<file path="src/gim_defs.vh">
// register offsets, field positions, reset values and interrupt numbers
`ifndef GIM_DEFS_VH
`define GIM_DEFS_VH

`define GIM_OFF_DIR        12'h000
`define GIM_OFF_OUT        12'h004
`define GIM_OFF_IN         12'h008
`define GIM_OFF_INT_STAT   12'h00C
`define GIM_OFF_INT_MASK   12'h010
`define GIM_OFF_IRQ_LINES  12'h014
`define GIM_OFF_INT_SRC    12'h018

`define GIM_PIN_W          16
`define GIM_IRQ_W          32

`define GIM_DIR_RST        16'h4008
`define GIM_OUT_RST        16'hFFFF
`define GIM_MASK_RST       32'h0000_0000
`define GIM_LINES_RST      32'h3E68_00C0

`define GIM_PIN_LED        3
`define GIM_PIN_SCL        6
`define GIM_PIN_SDA        7
`define GIM_PIN_CARD_A     8
`define GIM_PIN_CARD_B     9
`define GIM_PIN_STORAGE    12
`define GIM_PIN_PCI_RST    13
`define GIM_PIN_WDOG       14

`define GIM_IRQ_TIMER0     5
`define GIM_IRQ_TIMER1     11
`define GIM_IRQ_WDOG       16
`define GIM_IRQ_SCL        23
`define GIM_IRQ_SDA        24
`define GIM_IRQ_CARD_A     25
`define GIM_IRQ_CARD_B     26

`endif

</file>
<file path="src/gim_pin_sync.v">
// two-stage synchroniser for the sixteen port pins
`timescale 1ns/1ns
module gim_pin_sync (
   clk,
   rst_n,
   pin_async,
   pin_sync
);
   input  wire        clk;
   input  wire        rst_n;
   input  wire [15:0] pin_async;
   output reg  [15:0] pin_sync;

   reg [15:0] meta_reg;

   // first stage feeds only the second
   always @(posedge clk or negedge rst_n) begin
      if (!rst_n) begin
         meta_reg <= 16'hFFFF;
         pin_sync <= 16'hFFFF;
      end else begin
         meta_reg <= pin_async;
         pin_sync <= meta_reg;
      end
   end
endmodule // gim_pin_sync

</file>
<file path="src/gim_irq_map.v">
// routes internal and pin sources onto the 32 interrupt lines
`timescale 1ns/1ns
`include "gim_defs.vh"
module gim_irq_map (
   pin_lvl,
   internal_irq,
   irq_lines
);
   input  wire [15:0] pin_lvl;
   input  wire [31:0] internal_irq;
   output reg  [31:0] irq_lines;

   // pin lines overwrite internal slots; i2c lines stay dead
   always @* begin
      irq_lines = internal_irq;
      irq_lines[6]  = pin_lvl[0];
      irq_lines[7]  = pin_lvl[1];
      irq_lines[19] = pin_lvl[2];
      irq_lines[20] = pin_lvl[3];
      irq_lines[21] = pin_lvl[4];
      irq_lines[22] = pin_lvl[5];
      irq_lines[`GIM_IRQ_SCL] = 1'b0;
      irq_lines[`GIM_IRQ_SDA] = 1'b0;
      irq_lines[`GIM_IRQ_CARD_A] = pin_lvl[`GIM_PIN_CARD_A];
      irq_lines[`GIM_IRQ_CARD_B] = pin_lvl[`GIM_PIN_CARD_B];
      irq_lines[27] = pin_lvl[10];
      irq_lines[28] = pin_lvl[11];
      irq_lines[29] = pin_lvl[`GIM_PIN_STORAGE];
   end
endmodule // gim_irq_map

</file>
<file path="src/gim_gpio.v">
// gpio port with apb registers and interrupt line mapping
//
// Contract
// - thirty-two interrupt lines are fed by internal blocks or eleven pins.
// - timer zero sits on line 5, timer one on line 11, watchdog on line 16.
// - pin 8 feeds line 25 and pin 9 feeds line 26, each shared by two cards.
// - lines 23 and 24 stay unused because pins 6 and 7 carry the i2c bus.
// - three 16-bit registers control the port: direction, output, input.
// - a direction bit of one drives its pin, zero leaves it an input.
// - the output register sets the level on every pin set to output.
// - the input register returns sampled levels of the input pins.
// - pins 0 to 4 reach the user header and may be inputs or outputs.
// - pin 3 as output lights the status indicator when low, off when high.
// - pin 13 is the pci reset input, low meaning reset is asserted.
// - pin 14 is kept for the external watchdog strobe.
// - pin 12 carries the storage card interrupt as an interrupt source.
`timescale 1ns/1ns
`include "gim_defs.vh"
module gim_gpio (
   clk,
   rst_n,
   psel,
   penable,
   pwrite,
   paddr,
   pwdata,
   prdata,
   pready,
   pslverr,
   pin_in,
   pin_out,
   pin_oe,
   timer0_irq,
   timer1_irq,
   wdog_irq,
   other_irq,
   irq_lines,
   pci_reset_n,
   led_on,
   irq
);
   input  wire        clk;
   input  wire        rst_n;
   input  wire        psel;
   input  wire        penable;
   input  wire        pwrite;
   input  wire [11:0] paddr;
   input  wire [31:0] pwdata;
   output reg  [31:0] prdata;
   output reg         pready;
   output reg         pslverr;
   input  wire [15:0] pin_in;
   output reg  [15:0] pin_out;
   output reg  [15:0] pin_oe;
   input  wire        timer0_irq;
   input  wire        timer1_irq;
   input  wire        wdog_irq;
   input  wire [31:0] other_irq;
   output reg  [31:0] irq_lines;
   output reg         pci_reset_n;
   output reg         led_on;
   output reg         irq;

   // software-visible registers
   reg  [15:0] pin_direction_reg;
   reg  [15:0] pin_output_data_reg;
   reg  [15:0] pin_input_levels_reg;
   reg  [31:0] int_stat_reg;
   reg  [31:0] int_mask_reg;

   // line history and synced internal sources
   reg  [31:0] lines_prev_reg;
   reg  [31:0] int_src_sync1_reg;
   reg  [31:0] int_src_reg;

   // next values, decode and mapped levels
   reg  [31:0] internal_irq;
   reg  [31:0] rdata_next;
   reg         hit_next;
   wire [15:0] pin_sync;
   wire [15:0] pin_lvl;
   wire [31:0] lines_next;
   wire [31:0] rise;
   wire        wr_en;
   wire        acc_en;
   wire        wr_dir;
   wire        wr_out;
   wire        wr_stat;
   wire        wr_mask;
   wire [31:0] int_stat_next;
   reg  [31:0] prdata_next;
   reg         pready_next;
   reg         pslverr_next;
   reg  [15:0] pin_out_next;
   reg  [15:0] pin_oe_next;
   reg         led_next;
   reg         pci_reset_next;
   reg         irq_next;
   genvar      gi;

   // loop bounds follow the shared header widths
   localparam pin_w = `GIM_PIN_W;
   localparam irq_w = `GIM_IRQ_W;

   gim_pin_sync u_sync (
      .clk       (clk),
      .rst_n     (rst_n),
      .pin_async (pin_in),
      .pin_sync  (pin_sync)
   );

   // input pins report their pad level; output pins read as zero
   generate
      for (gi = 0; gi < pin_w; gi = gi + 1) begin : g_pin
         wire driven;
         assign driven      = pin_direction_reg[gi];
         assign pin_lvl[gi] = pin_sync[gi] & ~driven;
      end
   endgenerate

   // internal sources double-synced: they may come from other clocks
   always @(posedge clk or negedge rst_n) begin
      if (!rst_n) begin
         int_src_sync1_reg <= 32'h0000_0000;
         int_src_reg       <= 32'h0000_0000;
      end else begin
         int_src_sync1_reg <= internal_irq;
         int_src_reg       <= int_src_sync1_reg;
      end
   end

   // fixed internal slots; pin slots are taken over in the map
   always @* begin
      internal_irq = other_irq;
      internal_irq[`GIM_IRQ_TIMER0] = timer0_irq;
      internal_irq[`GIM_IRQ_TIMER1] = timer1_irq;
      internal_irq[`GIM_IRQ_WDOG]   = wdog_irq;
   end

   gim_irq_map u_map (
      .pin_lvl      (pin_lvl),
      .internal_irq (int_src_reg),
      .irq_lines    (lines_next)
   );

   assign acc_en = psel & penable;
   assign wr_en  = acc_en & pwrite;
   assign rise   = lines_next & ~lines_prev_reg;

   // writes land only at the access edge qualified by pready
   assign wr_dir  = wr_en & pready & (paddr == `GIM_OFF_DIR);
   assign wr_out  = wr_en & pready & (paddr == `GIM_OFF_OUT);
   assign wr_stat = wr_en & pready & (paddr == `GIM_OFF_INT_STAT);
   assign wr_mask = wr_en & pready & (paddr == `GIM_OFF_INT_MASK);

   // one sticky flag per line; a new event beats a write-one clear
   generate
      for (gi = 0; gi < irq_w; gi = gi + 1) begin : g_stat
         wire set_bit;
         wire clr_bit;
         assign set_bit = rise[gi];
         assign clr_bit = wr_stat & pwdata[gi];
         assign int_stat_next[gi] = set_bit | (int_stat_reg[gi] & ~clr_bit);
      end
   endgenerate

   // read mux and address decode
   always @* begin
      rdata_next = 32'h0000_0000;
      hit_next   = 1'b1;
      case (paddr)
         `GIM_OFF_DIR: begin
            rdata_next = {16'h0000, pin_direction_reg};
         end
         `GIM_OFF_OUT: begin
            rdata_next = {16'h0000, pin_output_data_reg};
         end
         `GIM_OFF_IN: begin
            rdata_next = {16'h0000, pin_input_levels_reg};
         end
         `GIM_OFF_INT_STAT: begin
            rdata_next = int_stat_reg;
         end
         `GIM_OFF_INT_MASK: begin
            rdata_next = int_mask_reg;
         end
         `GIM_OFF_IRQ_LINES: begin
            rdata_next = lines_prev_reg;
         end
         `GIM_OFF_INT_SRC: begin
            rdata_next = int_src_reg;
         end
         default: begin
            hit_next = 1'b0;
         end
      endcase
   end

   // answer decided in setup, so it stands through the access cycle
   always @* begin
      pready_next  = psel & ~penable;
      pslverr_next = psel & ~penable & ~hit_next;
      prdata_next  = 32'h0000_0000;
      if (psel && !penable && !pwrite) begin
         prdata_next = rdata_next;   // bus stays zero outside reads
      end
   end

   // apb slave answers in the first access cycle, no wait states
   always @(posedge clk or negedge rst_n) begin
      if (!rst_n) begin
         prdata  <= 32'h0000_0000;
         pready  <= 1'b0;
         pslverr <= 1'b0;
      end else begin
         pready  <= pready_next;
         pslverr <= pslverr_next;
         prdata  <= prdata_next;
      end
   end

   // sampled pad levels, refreshed every cycle
   always @(posedge clk or negedge rst_n) begin
      if (!rst_n) begin
         pin_input_levels_reg <= 16'h0000;
      end else begin
         pin_input_levels_reg <= pin_lvl;
      end
   end

   // port registers; writes land at the access edge with pready high
   always @(posedge clk or negedge rst_n) begin
      if (!rst_n) begin
         pin_direction_reg    <= `GIM_DIR_RST;
         pin_output_data_reg  <= `GIM_OUT_RST;
      end else begin
         if (wr_dir) begin
            pin_direction_reg <= pwdata[15:0];
         end
         if (wr_out) begin
            pin_output_data_reg <= pwdata[15:0];
         end
      end
   end

   // sticky status on rising line; new event beats a write-one clear
   always @(posedge clk or negedge rst_n) begin
      if (!rst_n) begin
         int_stat_reg   <= 32'h0000_0000;
         // idle image of the lines, so release brings no false event
         lines_prev_reg <= `GIM_LINES_RST;
      end else begin
         lines_prev_reg <= lines_next;
         int_stat_reg   <= int_stat_next;
      end
   end

   // interrupt enables, cleared at reset so nothing fires early
   always @(posedge clk or negedge rst_n) begin
      if (!rst_n) begin
         int_mask_reg <= `GIM_MASK_RST;
      end else if (wr_mask) begin
         int_mask_reg <= pwdata;
      end
   end

   // next values of the board-facing flops
   always @* begin
      pin_out_next   = pin_output_data_reg;
      pin_oe_next    = pin_direction_reg;
      // low on pin 13 holds pci reset active
      pci_reset_next = pin_sync[`GIM_PIN_PCI_RST];
      // active-low indicator, only when pin 3 is driven
      led_next       = pin_direction_reg[`GIM_PIN_LED] &
                       ~pin_output_data_reg[`GIM_PIN_LED];
      irq_next       = |(int_stat_reg & int_mask_reg);
   end

   // pin drivers straight from flops, so pads never glitch
   always @(posedge clk or negedge rst_n) begin
      if (!rst_n) begin
         pin_out <= `GIM_OUT_RST;
         pin_oe  <= 16'h0000;
      end else begin
         pin_out <= pin_out_next;
         pin_oe  <= pin_oe_next;
      end
   end

   // mapped lines and board signals, all registered
   always @(posedge clk or negedge rst_n) begin
      if (!rst_n) begin
         irq_lines   <= 32'h0000_0000;
         pci_reset_n <= 1'b0;
         led_on      <= 1'b0;
         irq         <= 1'b0;
      end else begin
         irq_lines   <= lines_next;
         pci_reset_n <= pci_reset_next;
         led_on      <= led_next;
         irq         <= irq_next;
      end
   end
endmodule // gim_gpio

</file>
<file path="config.mk">
export PLATFORM = sky130hd
export DESIGN_NAME = gim_gpio
export DESIGN_NICKNAME = d
export VERILOG_FILES = /design/src/gim_pin_sync.v /design/src/gim_irq_map.v /design/src/gim_gpio.v
export VERILOG_INCLUDE_DIRS = /design/src
export SDC_FILE = /design/constraint.sdc
export NUM_CORES = 1
export LEC_CHECK = 0
export ABC_AREA = 1
export ABC_CLOCK_PERIOD_IN_PS = 1400
export BUFFER_PORTS_ARGS = -buffer_cell sky130_fd_sc_hd__buf_2
export CAP_MARGIN = 20
export CELL_PAD_IN_SITES_DETAIL_PLACEMENT = 1
export CELL_PAD_IN_SITES_GLOBAL_PLACEMENT = 1
export CORE_MARGIN = 1.5
export CORE_UTILIZATION = 24
export DETAILED_ROUTE_END_ITERATION = 8
export PLACE_DENSITY_LB_ADDON = 0.1
export SETUP_SLACK_MARGIN = 0.15
export SYNTH_ARGS = -nofsm -noshare
export SYNTH_HDL_FRONTEND = slang
export SYNTH_SLANG_ARGS = --single-unit
</file>
<file path="constraint.sdc">
create_clock -name clk -period 1.4 [get_ports clk]
set_input_delay 0.14 -clock clk [delete_from_list [all_inputs] [get_ports clk]]
set_output_delay 0.14 -clock clk [all_outputs]
set_load 0.005 [all_outputs]
</file>
==> key figures, run 1 <==
Run status
  – Outcome: complete, but fails checks
  – Failing checks: setup timing

Floorplanning
  – Chip Height: 223.5 um
  – Die area: 49970 sq um
  – I/O Pins: 201
  – Core outline area: 47850 sq um
  – Die W: 223.5 um
  – Initial core utilization: 24.40%
  – Rows: 80

Yosys
  – Synth area leaders: dfrtp_1 49%, dfstp_2 17%, nand2_1 6.9%, nand3_1 6.8%, inv_1 4.0%
  – Sequential share of the synthesized area: 66.42%
  – Per-instance average area after synthesis: 10.22 sq um
  – Post-synthesis adder-cell area fraction: 0%
  – Predominant post-synthesis flop cell: dfrtp_1
  – Synth Instances: 1142
  – Synth Warn #: 0
  – Cell taking the most area after synthesis: dfrtp_1
  – Synth cell types: 28
  – Mux cell area share after synthesis: 0%
  – EDFF count, synth: 0
  – Ys async rst share: 100.0%
  – Post-synthesis simple-gate area fraction: 18.52%
  – Yosys top cell area share: 49.31%
  – Synthesized area: 11670 sq um
  – Largest family of logic cells by synthesized area: simple AND/OR/NAND/NOR gates
  – #FFs+latches synth: 306
  – Synth Area in XOR/XNOR: 0%
  – Synth Area in Compound Gates: 6.517%

Cells and area
  – Area Growth Syn to Fin: 44.88%
  – Layout cells sized above 1: 37.03%
  – Commonest non-fill, non-tap cell in the layout: dfrtp_1
  – Post-layout util: 35.35%
  – Final Cell Area: 16910 sq um
  – Final net count: 1602
  – Most frequent cells in the layout: 225 x dfrtp_1, 180 x buf_2, 166 x nand2_1
  – # diodes: 0

Placed design
  – Port buffer count: 195
  – Placed instance area: 13900 sq um
  – DP Worst Slack: -0.2110 ns
  – Placer Congestion: 0.7380
  – HPWL Detailed: 27880 um

Detailed routing
  – Iter 0 DRT Violations: 398
  – DRT Pass-1 Iters: 6
  – Via count: 9079
  – WL per Instance: 19.00 um
  – Final wirelength: 40770 um
  – Drt drc: 0
  – Via-to-Cell Ratio: 4.231
  – Post-DRT Antenna Nets: 0

Global routing
  – Gr ovfl total: 0
  – Tot GR Track Use: 16.46%
  – Initial antenna violation count: 0
  – First-pass GRT wire length: 61410 um
  – Largest net degree at the start of global routing: 76
  – Vias in the first global route: 9787

Clocking
  – H-tree depth: 2
  – Root Driver: clkbuf_16
  – Number of CTS-inserted buffers: 38
  – Clk_lat worst skew: 0.55 ns
  – CTS sink cnt: 306
  – Clock buffer depth: 3
  – TritonCTS clock tree: built
  – Clock transition at path regs: 0.06 ns

Timing
  – Max Clock Skew: 0.01574 ns
  – Post-route setup slack: -0.01529 ns
  – Max Fclk: 706.6 MHz
  – Final slew viol count: 0
  – Tmin final: 1.415 ns
  – Fin. Hold Viols: 0
  – Final Cycle Share: 101.1%
  – Finish-stage setup viols: 4
  – RSZ-0062 raised after global routing: yes

Hold path
  – HP Class: input pin to register

Setup path
  – CP required: 1.84 ns
  – Slowest stage delay, CP: 0.34 ns
  – Slowest library cell on the worst path: dfrtp_1
  – Crit-path cells: nand4_1, buf_6, buf_4, or2_4, clkbuf_16, nor2_4, a21oi_2
  – Critical path fanouts, max: 5
  – CP Launch Type: register
  – Arr. time, crit path: 1.85 ns
  – Crit Path Class: register to register
  – CP Capture Type: register

Flow run
  – MaxCap Viol Count: 0

Power and ir drop
  – Pwr dens: 1178 nW/um^2
  – Total power: 0.01993 W
  – Leak pwr: 8.148 nW
  – Maximum vdd drop: 0.6249 mV
cell type report:
type | instances | area (sq um)
clock buffer | 56 | 1120
clock inverter | 13 | 118.9
fill | 5352 | 30930
inverter | 128 | 480.5
multi-input combinational | 628 | 3328
sequential | 306 | 7759
tap | 615 | 769.5
timing repair buffer | 400 | 3336
critical path, delay by kind of cell (launching register included):
kind / cells / cell delay [ns]
compound gates: 1 / 0.03
buf+inv: 3 / 0.48
flops: 1 / 0.34
simple gates: 3 / 0.47
cells in the mapped netlist (2+ instances only):
library cell    n
a21oi_2         9
a221oi_1        2
a22o_1          4
buf_1           8
buf_2          26
buf_4          34
buf_6           6
clkbuf_1        8
clkinv_1        2
dfrtp_1       230
dfstp_2        76
inv_1         125
nand2_1       214
nand2_2         3
nand3_1       159
nand4_1         5
nor2_1        101
nor2_2         10
nor3_1          9
o21a_1         27
o21ai_0        39
o21ai_1        27
o22ai_1         7
o31ai_1         7
stage by stage:
stage | hold WS (ns) | instances | setup TNS, ns
global route | 0.1446 | 2146 | -2.014
finish | 0.1456 | 2146 | -0.03311
global placement | -0.007182 | 1948 | -17.46
CTS | 0.1205 | 2133 | -0.2281
detailed placement | -0.008905 | 1948 | -18.57
floorplan | -0.1556 | 1143 | 0
path summary, 6_finish.rpt:
path	from	to	slack (ns)	cells after the start
worst max register to register	pready	int_mask_reg[28]	-0.02	7
worst min register to register	int_src_sync1_reg[2]	int_src_reg[2]	0.35	0
worst min-delay path	pwrite	prdata[28]	0.15	5
min in group asynchronous	rst_n	u_sync.meta_reg[8]	0.21	2
max in group asynchronous	rst_n	pin_input_levels_reg[8]	0.36	3
worst max-delay path	pready	int_mask_reg[28]	-0.02	7
routing by layer:
metal / up-vias / part of all wire [%] / track usage (%)
li1: 4323 / - / -
met1: 4551 / 48 / 23.36
met2: 154 / 46 / 25.80
met3: 51 / 3.9 / 3.043
met4: 0 / 2.0 / 4.359
met5: - / 0 / 0
cells by family (layout without fill, tap and decap cells):
logic type,after synthesis,count (layout)
DFF,306,306
AOI/OAI and AO/OA,122,122
and+or+nand+nor,503,504
buffers and inverters,210,597
other,1,2
power breakdown:
part / internal [W] / switching (W)
clock: 0.00591 / 0.00388
sequential: 0.00910 / 0.0000959
combinational: 0.000436 / 0.000512
total: 0.0154 / 0.00449
timing repair:
item	in CTS	in global routing
gates resized for setup	84	65
cloned	2	6
setup buffers	29	7
pin swaps	9	14
setup endpoints to repair	148	149
hold endpoints to repair	393	0
hold buffers	85	0
Power figures use the tool's default switching activity.
==> inputs of run 2 (changes only) <==
--- a/config.mk
+++ b/config.mk
@@ -16,6 +16,7 @@
 export CORE_UTILIZATION = 24
 export DETAILED_ROUTE_END_ITERATION = 8
 export PLACE_DENSITY_LB_ADDON = 0.1
+export RECOVER_POWER = 25
 export SETUP_SLACK_MARGIN = 0.15
 export SYNTH_ARGS = -nofsm -noshare
 export SYNTH_HDL_FRONTEND = slang
==> key figures, run 2 (synthesis results as in run 1) <==
Global routing
  – Largest net degree at the start of global routing: 76
  – First-pass GRT wire length: 61410 um
  – Tot GR Track Use: 16.46%
  – Initial antenna violation count: 0
  – Gr ovfl total: 0
  – Vias in the first global route: 9787

Timing
  – Slew HR: 35.83%
  – Post-route setup slack: -0.01835 ns
  – Worst hold slack: 0.1487 ns
  – Final Cycle Share: 101.3%
  – Fin. Hold Viols: 0
  – Tmin final: 1.418 ns
  – Max Clock Skew: 0.01604 ns
  – Worst slew pin tran: 0.9625 ns
  – Setup tns final: -0.03905 ns
  – Final slew viol count: 0
  – Max Fclk: 705.0 MHz
  – RSZ-0062 raised after global routing: yes
  – Finish-stage setup viols: 4

Power and ir drop
  – Total power: 0.01991 W
  – Maximum vdd drop: 0.6267 mV
  – Pwr dens: 1180 nW/um^2
  – Leak pwr: 8.115 nW

Clocking
  – Number of CTS-inserted buffers: 38
  – Clock buffer depth: 3
  – CTS sink cnt: 306
  – TritonCTS clock tree: built
  – Clk_lat worst skew: 0.55 ns
  – Clock transition at path regs: 0.06 ns
  – Root Driver: clkbuf_16
  – H-tree depth: 2

Setup path
  – R2R Path End: int_mask_reg[28]
  – Arr. time, crit path: 1.85 ns
  – Critical Path Source: pready
  – R2R depth: 7
  – CP required: 1.83 ns
  – Slowest library cell on the worst path: dfrtp_1
  – RR Startpoint: pready
  – Slowest stage delay, CP: 0.34 ns
  – Critical path fanouts, max: 5
  – Crit Path Class: register to register
  – CP Capture Type: register
  – CP Launch Type: register
  – Reg2reg setup slack: -0.02 ns
  – Crit-path cells: nand4_1, buf_6, buf_4, or2_4, clkbuf_16, nor2_4, a21oi_2
  – Worst path bufs/invs: 3
  – Top delay family on crit path: buffers and inverters

Floorplanning
  – Rows: 80
  – Initial core utilization: 24.40%
  – Core outline area: 47850 sq um
  – Die area: 49970 sq um
  – Die W: 223.5 um
  – I/O Pins: 201
  – Chip Height: 223.5 um

Detailed routing
  – WL per Instance: 18.98 um
  – Drt drc: 0
  – Via-to-Cell Ratio: 4.241
  – Iter 0 DRT Violations: 425
  – Via count: 9105
  – Post-DRT Antenna Nets: 0
  – Final wirelength: 40750 um
  – DRT Pass-1 Iters: 6

Hold path
  – Hold_sp: pwrite
  – Worst hold stages: 5
  – Worst Hold End: prdata[27]
  – HP Class: input pin to register

Placed design
  – Port buffer count: 195
  – DP Worst Slack: -0.2110 ns
  – HPWL Detailed: 27880 um
  – Placer Congestion: 0.7380

Flow run
  – MaxCap Viol Count: 0

Run status
  – Outcome: complete, but fails checks
  – Failing checks: setup timing

Cells and area
  – Layout cells sized above 1: 36.51%
  – Commonest non-fill, non-tap cell in the layout: dfrtp_1
  – Area Growth Syn to Fin: 44.56%
  – Post-layout util: 35.27%
  – Most frequent cells in the layout: 225 x dfrtp_1, 173 x buf_2, 166 x nand2_1
  – Final net count: 1602
[run 2: cell count changes in the layout (fill, tap and decap cells not counted), sizes merged]
cell,before,now
buf,311,301
clkbuf,60,70
diode,0,1
[run 2: what timing repair did]
| action | in CTS | in global routing |
|---|---|---|
| hold buffers | 85 | 0 |
| gates cloned | 2 | 6 |
| buffers inserted | 29 | 7 |
| endpoints found under the setup margin | 148 | 149 |
| pin swaps | 9 | 14 |
| gates resized for setup | 84 | 65 |
| endpoints found under the hold margin | 393 | 0 |
[run 2: routing by layer]
layer	track usage (%)	wire length, um	vias up
met1	23.36	19690	4574
li1	-	-	4325
met2	25.80	18750	154
met3	3.043	1496	52
met5	0	0	-
met4	4.359	810	0
[run 2: where the power goes]
group	internal (W)	switching, W	leakage, nW	total [W]
registers	0.00910	0.0000958	3.52	0.00920
logic	0.000423	0.000510	3.98	0.000933
clock network	0.00591	0.00387	0.621	0.00978
[run 2: final cells by class]
cell class	count	area (sq um)
fill	5356	30970
clock buffer	56	1120
multi-input combinational	628	3328
inverter	128	480.5
clock inverter	13	118.9
sequential	306	7759
antenna	1	2.502
tap	615	769.5
timing repair buffer	400	3296
[run 2: metrics by stage]
step | cells | cell area, sq um
after global placement | 1948 | 13900
final | 2147 | 16870
after global routing | 2146 | 16870
after detailed placement | 1948 | 13900
after floorplan | 1143 | 11720
after CTS | 2133 | 16500
[run 2: worst max path at each step]
stage	to	cells past startpoint	slack (ns)
CTS	int_stat_reg[13]	7	-0.04
detailed placement	prdata[8]	9	-0.21
global placement	prdata[8]	12	-0.20
finish	int_mask_reg[28]	7	-0.02
global route	int_stat_reg[14]	8	-0.07
floorplan	int_mask_reg[23]	9	0.09
[run 2: worst min-delay path, delay by kind of cell]
| kind | cells | cell delay [ns] |
|---|---|---|
| buffers and inverters | 2 | 0.26 |
| AND/OR/NAND/NOR | 3 | 0.24 |
